File: src/hw/scl_timing_defs.vh
// register map, field positions, reset values and timing counts
`ifndef SCL_TIMING_DEFS_VH
`define SCL_TIMING_DEFS_VH
// register indices; the byte address is four times the index
`define IDX_SCL_HIGH 12'h00a
`define IDX_SCL_LOW 12'h00b
`define IDX_PORT_CTL 12'h00c
`define IDX_SCL_CTL 12'h00d
`define IDX_SCL_STAT 12'h00e
`define OFS_SCL_HIGH (`IDX_SCL_HIGH << 2)
`define OFS_SCL_LOW (`IDX_SCL_LOW << 2)
`define OFS_PORT_CTL (`IDX_PORT_CTL << 2)
`define OFS_SCL_CTL (`IDX_SCL_CTL << 2)
`define OFS_SCL_STAT (`IDX_SCL_STAT << 2)
`define RST_SCL_HIGH 8'h7a
`define RST_SCL_LOW 8'h7a
`define RST_PORT_CTL 8'h0f
`define EXTRA_CYCLES 8'h05
`define BIT_CHAN3_MAP 7
`define OSC_PERIOD_PS 40000
`define CLK_PERIOD_PS 100000
// clock is slower than one unit, so every clock counts as one unit;
// a unit is therefore 100 ns here, not 40 ns
`define OSC_TICK_LAST 4'h0
`define RESP_OKAY 2'b00
`define RESP_SLVERR 2'b10
`endif

File: src/hw/scl_timing_regs.v
// scl low/high timing generator and receive-port control registers
//
// Functional notes
// - as controller, scl is held low for the programmed clock-low count
// - on remote accesses the low count is sda setup before scl release
// - one count unit is one osc_tick pulse, which comes every clock here, so 100 ns
// - low time equals count plus five oscillator periods
// - clock-low count resets to 0x7a, about 39 kHz with the high count at 100 ns units
// - port control resets to 0x0f, sets lock/pass and port enables
// - bit 7 maps control channel 3 to target port 0 or 1
// - scl high width set by separate clock-high count, same units
`default_nettype none
`include "scl_timing_defs.vh"
module scl_timing_regs (
    input wire aclk,
    input wire aresetn,
    input wire [11:0] s_axi_awaddr,
    input wire s_axi_awvalid,
    output reg s_axi_awready,
    input wire [31:0] s_axi_wdata,
    input wire [3:0] s_axi_wstrb,
    input wire s_axi_wvalid,
    output reg s_axi_wready,
    output reg [1:0] s_axi_bresp,
    output reg s_axi_bvalid,
    input wire s_axi_bready,
    input wire [11:0] s_axi_araddr,
    input wire s_axi_arvalid,
    output reg s_axi_arready,
    output reg [31:0] s_axi_rdata,
    output reg [1:0] s_axi_rresp,
    output reg s_axi_rvalid,
    input wire s_axi_rready,
    input wire scl_in,
    output reg scl_out,
    output reg scl_oe,
    output reg sda_release_q,
    output reg [7:0] port_ctl_q,
    output reg chan3_target_port_select
);
    localparam ST_IDLE = 3'b001;
    localparam ST_LOW = 3'b010;
    localparam ST_HIGH = 3'b100;
    reg [2:0] state_q;
    reg [8:0] cnt_q;
    reg [7:0] low_q;
    reg [7:0] high_q;
    reg run_q;
    reg remote_q;
    reg [11:0] awaddr_q;
    reg [31:0] wdata_q;
    reg wlane0_q;
    reg aw_have_q;
    reg w_have_q;
    wire tick;
    wire [8:0] low_end;
    wire [8:0] high_end;
    wire do_write;

    osc_tick u_tick (
        .aclk(aclk),
        .aresetn(aresetn),
        .tick_q(tick)
    );

    // count plus five extra oscillator periods
    assign low_end = {1'b0, low_q} + {1'b0, `EXTRA_CYCLES};
    assign high_end = {1'b0, high_q} + {1'b0, `EXTRA_CYCLES};
    assign do_write = aw_have_q && w_have_q && !s_axi_bvalid;

    // write channel: address and data taken in either order
    always @(posedge aclk) begin
        if (!aresetn) begin
            s_axi_awready <= 1'b1;
            s_axi_wready <= 1'b1;
            s_axi_bvalid <= 1'b0;
            s_axi_bresp <= `RESP_OKAY;
            aw_have_q <= 1'b0;
            w_have_q <= 1'b0;
            awaddr_q <= 12'h000;
            wdata_q <= 32'h0000_0000;
            wlane0_q <= 1'b0;
            low_q <= `RST_SCL_LOW;
            high_q <= `RST_SCL_HIGH;
            port_ctl_q <= `RST_PORT_CTL;
            chan3_target_port_select <= 1'b0;
            run_q <= 1'b0;
            remote_q <= 1'b0;
        end else begin
            if (s_axi_awvalid && s_axi_awready) begin
                awaddr_q <= s_axi_awaddr;
                aw_have_q <= 1'b1;
                s_axi_awready <= 1'b0;
            end
            if (s_axi_wvalid && s_axi_wready) begin
                wdata_q <= s_axi_wdata;
                wlane0_q <= s_axi_wstrb[0];
                w_have_q <= 1'b1;
                s_axi_wready <= 1'b0;
            end
            if (do_write) begin
                aw_have_q <= 1'b0;
                w_have_q <= 1'b0;
                s_axi_bvalid <= 1'b1;
                s_axi_bresp <= `RESP_OKAY;
                case (awaddr_q)
                    `OFS_SCL_HIGH: if (wlane0_q) high_q <= wdata_q[7:0];
                    `OFS_SCL_LOW: if (wlane0_q) low_q <= wdata_q[7:0];
                    `OFS_PORT_CTL: if (wlane0_q) begin
                        port_ctl_q <= wdata_q[7:0];
                        chan3_target_port_select <=
                            wdata_q[`BIT_CHAN3_MAP];
                    end
                    `OFS_SCL_CTL: if (wlane0_q) begin
                        run_q <= wdata_q[0];
                        remote_q <= wdata_q[1];
                    end
                    `OFS_SCL_STAT: ;
                    default: s_axi_bresp <= `RESP_SLVERR;
                endcase
            end
            if (s_axi_bvalid && s_axi_bready) begin
                s_axi_bvalid <= 1'b0;
                s_axi_awready <= 1'b1;
                s_axi_wready <= 1'b1;
            end
        end
    end

    // read channel: one outstanding read, answered the cycle after arvalid
    always @(posedge aclk) begin
        if (!aresetn) begin
            s_axi_arready <= 1'b1;
            s_axi_rvalid <= 1'b0;
            s_axi_rdata <= 32'h0000_0000;
            s_axi_rresp <= `RESP_OKAY;
        end else if (s_axi_arvalid && s_axi_arready) begin
            s_axi_arready <= 1'b0;
            s_axi_rvalid <= 1'b1;
            s_axi_rresp <= `RESP_OKAY;
            case (s_axi_araddr)
                `OFS_SCL_HIGH: s_axi_rdata <= {24'h000000, high_q};
                `OFS_SCL_LOW: s_axi_rdata <= {24'h000000, low_q};
                `OFS_PORT_CTL: s_axi_rdata <= {24'h000000, port_ctl_q};
                `OFS_SCL_CTL: s_axi_rdata <= {30'h0, remote_q, run_q};
                `OFS_SCL_STAT: s_axi_rdata <= {28'h0, state_q, scl_out};
                default: begin
                    s_axi_rdata <= 32'h0000_0000;
                    s_axi_rresp <= `RESP_SLVERR;
                end
            endcase
        end else if (s_axi_rvalid && s_axi_rready) begin
            s_axi_rvalid <= 1'b0;
            s_axi_arready <= 1'b1;
        end
    end

    // scl generator; counts oscillator ticks, so drift follows the
    // oscillator and software must leave margin for it
    always @(posedge aclk) begin
        if (!aresetn) begin
            state_q <= ST_IDLE;
            cnt_q <= 9'h000;
            scl_out <= 1'b1;
            scl_oe <= 1'b0;
            sda_release_q <= 1'b0;
        end else begin
            case (state_q)
                ST_IDLE: begin
                    scl_out <= 1'b1;
                    scl_oe <= 1'b0;
                    cnt_q <= 9'h000;
                    if (run_q && tick) begin
                        state_q <= ST_LOW;
                        scl_out <= 1'b0;
                        scl_oe <= 1'b1;
                        sda_release_q <= 1'b0;
                    end
                end
                ST_LOW: begin
                    scl_out <= 1'b0;
                    scl_oe <= 1'b1;
                    if (tick) begin
                        // one unit per oscillator tick
                        if (cnt_q + 9'h001 >= low_end) begin
                            state_q <= ST_HIGH;
                            cnt_q <= 9'h000;
                            scl_out <= 1'b1;
                            scl_oe <= 1'b0;
                            // on remote accesses sda released for the whole high phase
                            sda_release_q <= remote_q;
                        end else begin
                            cnt_q <= cnt_q + 9'h001;
                        end
                    end
                end
                ST_HIGH: begin
                    scl_out <= 1'b1;
                    scl_oe <= 1'b0;
                    // a target stretching scl holds the high count off
                    if (tick && scl_in) begin
                        if (cnt_q + 9'h001 >= high_end) begin
                            cnt_q <= 9'h000;
                            sda_release_q <= 1'b0;
                            if (run_q) begin
                                state_q <= ST_LOW;
                                scl_out <= 1'b0;
                                scl_oe <= 1'b1;
                            end else begin
                                state_q <= ST_IDLE;
                            end
                        end else begin
                            cnt_q <= cnt_q + 9'h001;
                        end
                    end
                end
                default: state_q <= ST_IDLE;
            endcase
        end
    end
endmodule
`default_nettype wire

File: src/hw/osc_tick.v
// divider that yields the oscillator-period enable pulse
`default_nettype none
`include "scl_timing_defs.vh"
module osc_tick (
    input wire aclk,
    input wire aresetn,
    output reg tick_q
);
    reg [3:0] cnt_q;
    always @(posedge aclk) begin
        if (!aresetn) begin
            cnt_q <= 4'h0;
            tick_q <= 1'b0;
        end else if (cnt_q == `OSC_TICK_LAST) begin
            cnt_q <= 4'h0;
            tick_q <= 1'b1;
        end else begin
            cnt_q <= cnt_q + 4'h1;
            tick_q <= 1'b0;
        end
    end
endmodule
`default_nettype wire

File: config.mk
export PLATFORM = sky130hd
export DESIGN_NAME = scl_timing_regs
export DESIGN_NICKNAME = d
export VERILOG_FILES = /design/src/hw/scl_timing_regs.v /design/src/hw/osc_tick.v
export VERILOG_INCLUDE_DIRS = /design/src /design/src/hw
export SDC_FILE = /design/constraint.sdc
export NUM_CORES = 1
export LEC_CHECK = 0
export BUFFER_PORTS_ARGS = -buffer_cell sky130_fd_sc_hd__buf_4
export CAP_MARGIN = 20
export CORE_ASPECT_RATIO = 1.1
export CORE_MARGIN = 8
export CORE_UTILIZATION = 48
export CTS_CLUSTER_DIAMETER = 50
export DETAILED_ROUTE_END_ITERATION = 8
export GPL_TIMING_DRIVEN = 0
export PLACE_DENSITY = 0.71
export SLEW_MARGIN = 40
export SYNTH_ARGS = -nofsm -noshare
export SYNTH_HDL_FRONTEND = slang
export SYNTH_HIERARCHICAL = 1
export SYNTH_SLANG_ARGS = --single-unit
File: constraint.sdc
create_clock -name aclk -period 7.3 [get_ports aclk]
set_input_delay 2.19 -clock aclk [delete_from_list [all_inputs] [get_ports aclk]]
set_output_delay 2.19 -clock aclk [all_outputs]
set_load 0.1 [all_outputs]
==> results of run 1 <==
-- cells by family (layout without fill, tap and decap cells) --
kind of cell	after synthesis	in the layout	synth area share
XOR/XNOR	19	19	0.0375
buffers and inverters	62	144	0.0780
adder cells (fa/ha/maj)	23	23	0.0648
AND/OR/NAND/NOR	183	183	0.208
other	1	26	0.000844
flip-flops	84	84	0.379
AO/OA/AOI/OAI	120	120	0.168
multiplexers	28	28	0.0637
-- cells in the mapped netlist (all sizes together) (3+ instances only) --
cell / instances
dfxtp: 84
a21oi: 46
and2: 5
xnor2: 10
a22o: 8
or2: 3
nand2b: 8
a21o: 3
buf: 34
mux2i: 26
inv: 16
nand3: 14
a22oi: 11
ha: 23
and3b: 4
nand3b: 5
nand4: 4
o21ai: 27
nand2: 80
nor3: 5
clkbuf: 12
xor2: 9
o21a: 4
nor2: 33
nor2b: 8
-- path summary, 6_finish.rpt --
path | from | to | slack, ns | cells past startpoint
max reg2reg | cnt_q[0] | cnt_q[6] | 4.36 | 9
min | awaddr_q[1] | awaddr_q[1] | 0.46 | 2
max | s_axi_araddr[9] | s_axi_rdata[7] | 3.65 | 8
min reg2reg | awaddr_q[1] | awaddr_q[1] | 0.46 | 2
-- report_power, final --
group	total [mW]	internal [mW]	switching, mW
combinational	0.168	0.0446	0.124
sequential	0.481	0.470	0.0110
clock	0.305	0.127	0.179
total	0.955	0.641	0.314
-- per-stage QoR --
step,hold WS [ns],cells
CTS,0.463,744
detailed placement,0.450,728
finish,0.457,744
global route,0.486,744
global placement,0.440,728
floorplan,0.430,545
-- area by class of cell --
class	count	share of cell area
multi-input combinational	399	0.468
sequential	84	0.314
timing repair buffer	66	0.0925
buffer	46	0.0535
tap	117	0.0273
clock buffer	10	0.0238
inverter	16	0.0112
clock inverter	6	0.00935
-- worst max-delay path, stage by stage --
cell     delay, ns
buf_4         0.11
or4_4         0.58
nor4b_4       0.38
buf_6         0.19
a22oi_1       0.07
o21ai_1       0.21
a22oi_1       0.10
nor2_1        0.09
-- registers in the layout, summed over array words and instances (netlist names), 3 cells and up --
register and flops:
s_axi_rdata 8, low_q 8, awaddr_q 12, high_q 8
state_q 3, wdata_q 8, cnt_q 9, port_ctl_q 8
u_tick/cnt_q 4
-- routing by layer --
layer,track usage,share of wire
met2,0.301,0.50
met5,0,0
met1,0.202,0.43
met3,0.0509,0.048
met4,0.0667,0.013
==> metrics.txt, run 1 <==
# TYPE chip_impl_metric gauge
chip_impl_metric{name="area.growth.synth_to_final",unit="%"} 20.6
chip_impl_metric{name="seq_area_frac_synth",unit=""} 0.379
chip_impl_metric{name="pwr_density_cell",unit="nW/um2"} 178
chip_impl_metric{name="total_negative_setup_slack",unit="ns"} 0
chip_impl_info{name="run_status",value="finished, final reports clean"} 1
chip_impl_metric{name="clkTransAtPathRegs",unit="ns"} 0.09
chip_impl_metric{name="final.setup.worst_slack",unit="ns"} 3.65
chip_impl_info{name="holdCritPathClass",value="reg -> reg"} 1
chip_impl_metric{name="layout.filler_cells",unit=""} 870
chip_impl_metric{name="total_leakage_power",unit="nW"} 2.34
chip_impl_metric{name="timing.final.hold_violations",unit=""} 0
chip_impl_metric{name="highest_ir_drop_seen_on_vdd",unit="uV"} 99.1
chip_impl_metric{name="finalWeightedCongestion",unit=""} 0.851
chip_impl_info{name="endpoint_kind",value="flip-flop"} 1
chip_impl_metric{name="finish.instance_area",unit="um2"} 5360
chip_impl_metric{name="synth.avg_cell_area",unit="um2"} 8.54
chip_impl_info{name="layout.cells.most_common_list",value="buf_4, dfxtp_1, nand2_1"} 1
chip_impl_metric{name="crit_arrival",unit="ns"} 3.95
chip_impl_metric{name="port_buffers",unit=""} 66
chip_impl_metric{name="fin_crit_period",unit="ns"} 3.65
chip_impl_metric{name="total_power",unit="mW"} 0.955
chip_impl_metric{name="asyncSetResetFlopFracSynth",unit=""} 0
chip_impl_metric{name="buffer_depth_of_the_longest_clock_path",unit=""} 2
chip_impl_metric{name="vias_per_cell",unit=""} 5.16
chip_impl_metric{name="num_io_pins",unit=""} 121
chip_impl_metric{name="finalMaxSlewViolations",unit=""} 0
chip_impl_metric{name="vias_in_the_first_global_route",unit=""} 3744
chip_impl_info{name="cp-start-kind",value="input pin"} 1
chip_impl_metric{name="clock-skew-final",unit="ns"} 0.0117
chip_impl_metric{name="regArea",unit="um2"} 1680
chip_impl_metric{name="globalRouteOverflowTotal",unit=""} 0
chip_impl_metric{name="synth.distinct_cells",unit=""} 59
chip_impl_metric{name="final_number_of_setup_violating_endpoints",unit=""} 0
chip_impl_metric{name="drtAntennaViolNets",unit=""} 0
chip_impl_metric{name="totalWireLength",unit="um"} 10900
chip_impl_info{name="clock_tree.root_cell",value="clkbuf_8"} 1
chip_impl_metric{name="per_cell_routed_wire_length",unit="um"} 14.7
chip_impl_info{name="rsz0062_at_grt",value="no"} 1
chip_impl_metric{name="crit_path_max_fanout",unit=""} 10
chip_impl_metric{name="clock-sinks",unit=""} 84
chip_impl_metric{name="pre_cts_ws",unit="ns"} 3.27
chip_impl_metric{name="dr.first_iter.drc_count",unit=""} 127
chip_impl_metric{name="track_usage",unit=""} 0.176
chip_impl_metric{name="syn-cell-area",unit="um2"} 4440
chip_impl_metric{name="max_slew_margin",unit=""} 0.531
chip_impl_metric{name="post_cts_hold_fix_bufs",unit=""} 0
chip_impl_metric{name="max_cap_viols",unit=""} 0
chip_impl_metric{name="ys_warn_count",unit=""} 6
chip_impl_metric{name="numCtsBuffers",unit=""} 9
chip_impl_metric{name="worst-endpoint-required",unit="ns"} 7.60
chip_impl_metric{name="vias",unit=""} 3841
chip_impl_info{name="layout.cells.most_common",value="buf_4"} 1
chip_impl_metric{name="final_core_util",unit=""} 0.584
chip_impl_metric{name="synthDominantCellAreaShare",unit=""} 0.379
chip_impl_metric{name="synth-seq-cells",unit=""} 84
chip_impl_metric{name="clk_latency",unit="ns"} 0.36
chip_impl_metric{name="final.period_utilization",unit=""} 0.500
chip_impl_metric{name="layout_cells_sized_above_1",unit=""} 0.196
chip_impl_metric{name="grt_pass1_wl",unit="um"} 17600
chip_impl_metric{name="overall_die_area",unit="um2"} 12600
chip_impl_info{name="yosys-top-cells-area",value="dfxtp_1, nand2_1, ha_1"} 1
chip_impl_metric{name="largest_net_degree_at_the_start_of_global_routing",unit=""} 16
chip_impl_metric{name="htreeDepth",unit=""} 3
chip_impl_metric{name="design.core.area",unit="um2"} 9170
chip_impl_metric{name="cts-resized-gates",unit=""} 0
chip_impl_metric{name="die_width",unit="um"} 108
chip_impl_metric{name="drt_first_pass_iters",unit=""} 4
chip_impl_metric{name="synth_enable_flop_cells",unit=""} 0
chip_impl_metric{name="tightestPinTransition",unit="ns"} 0.704
chip_impl_metric{name="initial_utilization",unit=""} 0.485
chip_impl_metric{name="layout.nets",unit=""} 713
chip_impl_metric{name="drc_errors",unit=""} 0
chip_impl_info{name="criticalPathCategory",value="in -> reg"} 1
chip_impl_metric{name="synthCells",unit=""} 520
chip_impl_info{name="synth.largest_area_cell",value="dfxtp_1"} 1
chip_impl_info{name="cts_tree",value="yes"} 1
chip_impl_metric{name="cts_setup_buffers",unit=""} 0
chip_impl_info{name="synthFlopType",value="dfxtp_1"} 1
chip_impl_metric{name="post-dp-hpwl",unit="um"} 8670
chip_impl_metric{name="timing.fmax",unit="MHz"} 274
chip_impl_metric{name="multi_input_area",unit="um2"} 2510
chip_impl_metric{name="antenna_cells_inserted",unit=""} 0
chip_impl_metric{name="die_h",unit="um"} 117
chip_impl_metric{name="floorplan.rows",unit=""} 37
chip_impl_metric{name="grt_antenna_before_repair",unit=""} 0
chip_impl_metric{name="detailed_place.area",unit="um2"} 5180
(Power assumes the default switching activity.)
==> run 2: changes to the inputs <==
- PLACE_DENSITY: 0.71 -> 0.74
- clock period: 7.3 -> 2.9 ns (I/O delays scaled with it)
==> run 2 against run 1 <==
Non-clock buffer count unchanged; routed wire length is 0.27% higher; largest power group unchanged; clock skew down 0.0025 ns; sequential share of layout area is 0.11 points lower; cell area increased by 0.42%.
==> metrics.txt, run 2 (synthesized netlist as in run 1, its figures left out) <==
# TYPE chip_impl_metric gauge
chip_impl_metric{name="highest_ir_drop_seen_on_vdd",unit="uV"} 291
chip_impl_metric{name="layout_cells_sized_above_1",unit=""} 0.204
chip_impl_metric{name="clk_latency",unit="ns"} 0.36
chip_impl_metric{name="tightestPinTransition",unit="ns"} 0.718
chip_impl_metric{name="grt_pass1_wl",unit="um"} 17400
chip_impl_metric{name="design.core.area",unit="um2"} 9170
chip_impl_metric{name="area.growth.synth_to_final",unit="%"} 21.1
chip_impl_metric{name="largest_register_ff_count",unit=""} 12
chip_impl_metric{name="grt_antenna_before_repair",unit=""} 0
chip_impl_metric{name="die_width",unit="um"} 108
chip_impl_info{name="cts_tree",value="yes"} 1
chip_impl_metric{name="port_buffers",unit=""} 66
chip_impl_metric{name="die_h",unit="um"} 117
chip_impl_info{name="worstReg2RegStart",value="cnt_q[2]"} 1
chip_impl_info{name="clock_tree.root_cell",value="clkbuf_8"} 1
chip_impl_info{name="layout.cells.most_common",value="buf_4"} 1
chip_impl_metric{name="final_number_of_setup_violating_endpoints",unit=""} 0
chip_impl_metric{name="cts_setup_buffers",unit=""} 0
chip_impl_metric{name="pwr_density_cell",unit="nW/um2"} 451
chip_impl_info{name="cp-start-kind",value="flip-flop"} 1
chip_impl_info{name="reg_top3",value="awaddr_q x12, cnt_q x9"} 1
chip_impl_metric{name="post-dp-hpwl",unit="um"} 8590
chip_impl_info{name="holdCritPathClass",value="reg -> reg"} 1
chip_impl_metric{name="fin_cells",unit=""} 744
chip_impl_metric{name="switching_share",unit=""} 0.330
chip_impl_metric{name="final_core_util",unit=""} 0.587
chip_impl_metric{name="totalWireLength",unit="um"} 10900
chip_impl_metric{name="dr.first_iter.drc_count",unit=""} 180
chip_impl_metric{name="sequentialPowerShare",unit=""} 0.499
chip_impl_metric{name="timing.final.hold_violations",unit=""} 0
chip_impl_metric{name="max_slew_margin",unit=""} 0.521
chip_impl_metric{name="p_int",unit="mW"} 1.63
chip_impl_metric{name="crit_path_max_fanout",unit=""} 6
chip_impl_metric{name="post_cts_hold_fix_bufs",unit=""} 0
chip_impl_info{name="criticalPathCategory",value="reg -> reg"} 1
chip_impl_metric{name="globalRouteOverflowTotal",unit=""} 0
chip_impl_info{name="rsz0062_at_grt",value="no"} 1
chip_impl_metric{name="num_io_pins",unit=""} 121
chip_impl_metric{name="floorplan.rows",unit=""} 37
chip_impl_metric{name="vias",unit=""} 3865
chip_impl_info{name="registers.top_by_ff_count",value="awaddr_q"} 1
chip_impl_metric{name="finalWeightedCongestion",unit=""} 0.897
chip_impl_metric{name="overall_die_area",unit="um2"} 12600
chip_impl_info{name="worst_r2r_endpoint",value="cnt_q[8]"} 1
chip_impl_metric{name="drtAntennaViolNets",unit=""} 0
chip_impl_metric{name="total_leakage_power",unit="nW"} 2.36
chip_impl_metric{name="vias_per_cell",unit=""} 5.19
chip_impl_metric{name="per_cell_routed_wire_length",unit="um"} 14.7
chip_impl_metric{name="final.period_utilization",unit=""} 0.933
chip_impl_metric{name="crit_arrival",unit="ns"} 2.97
chip_impl_metric{name="track_usage",unit=""} 0.174
chip_impl_metric{name="ff2ff_path_depth",unit=""} 10
chip_impl_metric{name="buffer_depth_of_the_longest_clock_path",unit=""} 2
chip_impl_metric{name="clock-sinks",unit=""} 84
chip_impl_metric{name="total_power",unit="mW"} 2.43
chip_impl_metric{name="antenna_cells_inserted",unit=""} 0
chip_impl_metric{name="vias_in_the_first_global_route",unit=""} 3767
chip_impl_metric{name="clock-skew-final",unit="ns"} 0.00912
chip_impl_info{name="run_status",value="finished, final reports clean"} 1
chip_impl_metric{name="r2r_setup_slack",unit="ns"} 0.20
chip_impl_metric{name="clkTransAtPathRegs",unit="ns"} 0.09
chip_impl_metric{name="pwr-share-clk",unit=""} 0.326
chip_impl_metric{name="numCtsBuffers",unit=""} 9
chip_impl_metric{name="layout.nets",unit=""} 713
chip_impl_metric{name="initial_utilization",unit=""} 0.485
chip_impl_metric{name="finalMaxSlewViolations",unit=""} 0
chip_impl_metric{name="timing.fmax",unit="MHz"} 370
chip_impl_metric{name="drc_errors",unit=""} 0
chip_impl_info{name="critical_path.startpoint",value="cnt_q[2]"} 1
chip_impl_metric{name="worst-endpoint-required",unit="ns"} 3.16
chip_impl_metric{name="holdWs",unit="ns"} 0.456
chip_impl_info{name="endpoint",value="cnt_q[8]"} 1
chip_impl_metric{name="htreeDepth",unit=""} 3
chip_impl_metric{name="comb_power_share",unit=""} 0.175
chip_impl_metric{name="p_sw",unit="mW"} 0.802
chip_impl_metric{name="fin_crit_period",unit="ns"} 2.70
chip_impl_metric{name="placed_cells",unit=""} 728
chip_impl_info{name="layout.cells.most_common_list",value="buf_4, dfxtp_1, nand2_1"} 1
chip_impl_metric{name="largest_net_degree_at_the_start_of_global_routing",unit=""} 17
chip_impl_metric{name="max_cap_viols",unit=""} 0
chip_impl_metric{name="drt_first_pass_iters",unit=""} 5
chip_impl_info{name="endpoint_kind",value="flip-flop"} 1
## run 2: worst min-delay path by stage
stage	start	depth (start not counted)	to
detailed placement	awaddr_q[1]	2	awaddr_q[1]
finish	awaddr_q[1]	2	awaddr_q[1]
floorplan	u_tick/cnt_q[0]	1	u_tick/cnt_q[0]
global placement	awaddr_q[1]	2	awaddr_q[1]
global route	awaddr_q[0]	2	awaddr_q[0]
CTS	awaddr_q[1]	2	awaddr_q[1]
## run 2: per-layer routing
layer / up-vias / GRT usage / share of wire
li1: 1979 / - / -
met5: - / 0 / 0
met3: 23 / 0.0537 / 0.058
met2: 100 / 0.308 / 0.51
met4: 0 / 0.0694 / 0.024
met1: 1763 / 0.190 / 0.41
## run 2: what timing repair did
action                     CTS  global route
pin swaps                    0             0
setup endpoints to repair    6            10
gates resized for setup      3             3
## run 2: power groups by stage
stage,Sequential (mW),Combinational (mW),Clock (mW)
finish,1.21,0.424,0.791
global route,1.22,0.448,0.869
CTS,1.21,0.422,0.810
detailed placement,1.24,0.422,0
global placement,1.24,0.417,0
floorplan,1.29,0.275,0
## run 2: final cells by class
type                       count  area, um2
timing repair buffer          66        495
fill                         861       3790
clock inverter                 6       55.1
clock buffer                  10        128
tap                          117        146
sequential                    84       1680
buffer                        46        287
inverter                      16       60.1
multi-input combinational    399       2520
## run 2: stage by stage
| step | setup slack (ns) | instance area, um2 | setup TNS, ns |
|---|---|---|---|
| 5_1_grt | 0.00502 | 5380 | 0 |
| 4_1_cts | 0.0688 | 5370 | 0 |
| 3_3_place_gp | -0.0220 | 5180 | -0.112 |
| 2_1_floorplan | 0.496 | 4540 | 0 |
| 6_report | 0.195 | 5380 | 0 |
| 3_5_place_dp | -0.0802 | 5180 | -0.444 |
## run 2: critical path, cell delays in order, from the launching register on
cell and delay, ns:
dfxtp_1 0.42, nand3_1 0.11, nor2_1 0.18, nand4_1 0.14, xnor2_1 0.35, ha_1 0.22, nand4_1 0.16, o31ai_2 0.44
nor2_2 0.13, o21a_2 0.28, a22o_1 0.18
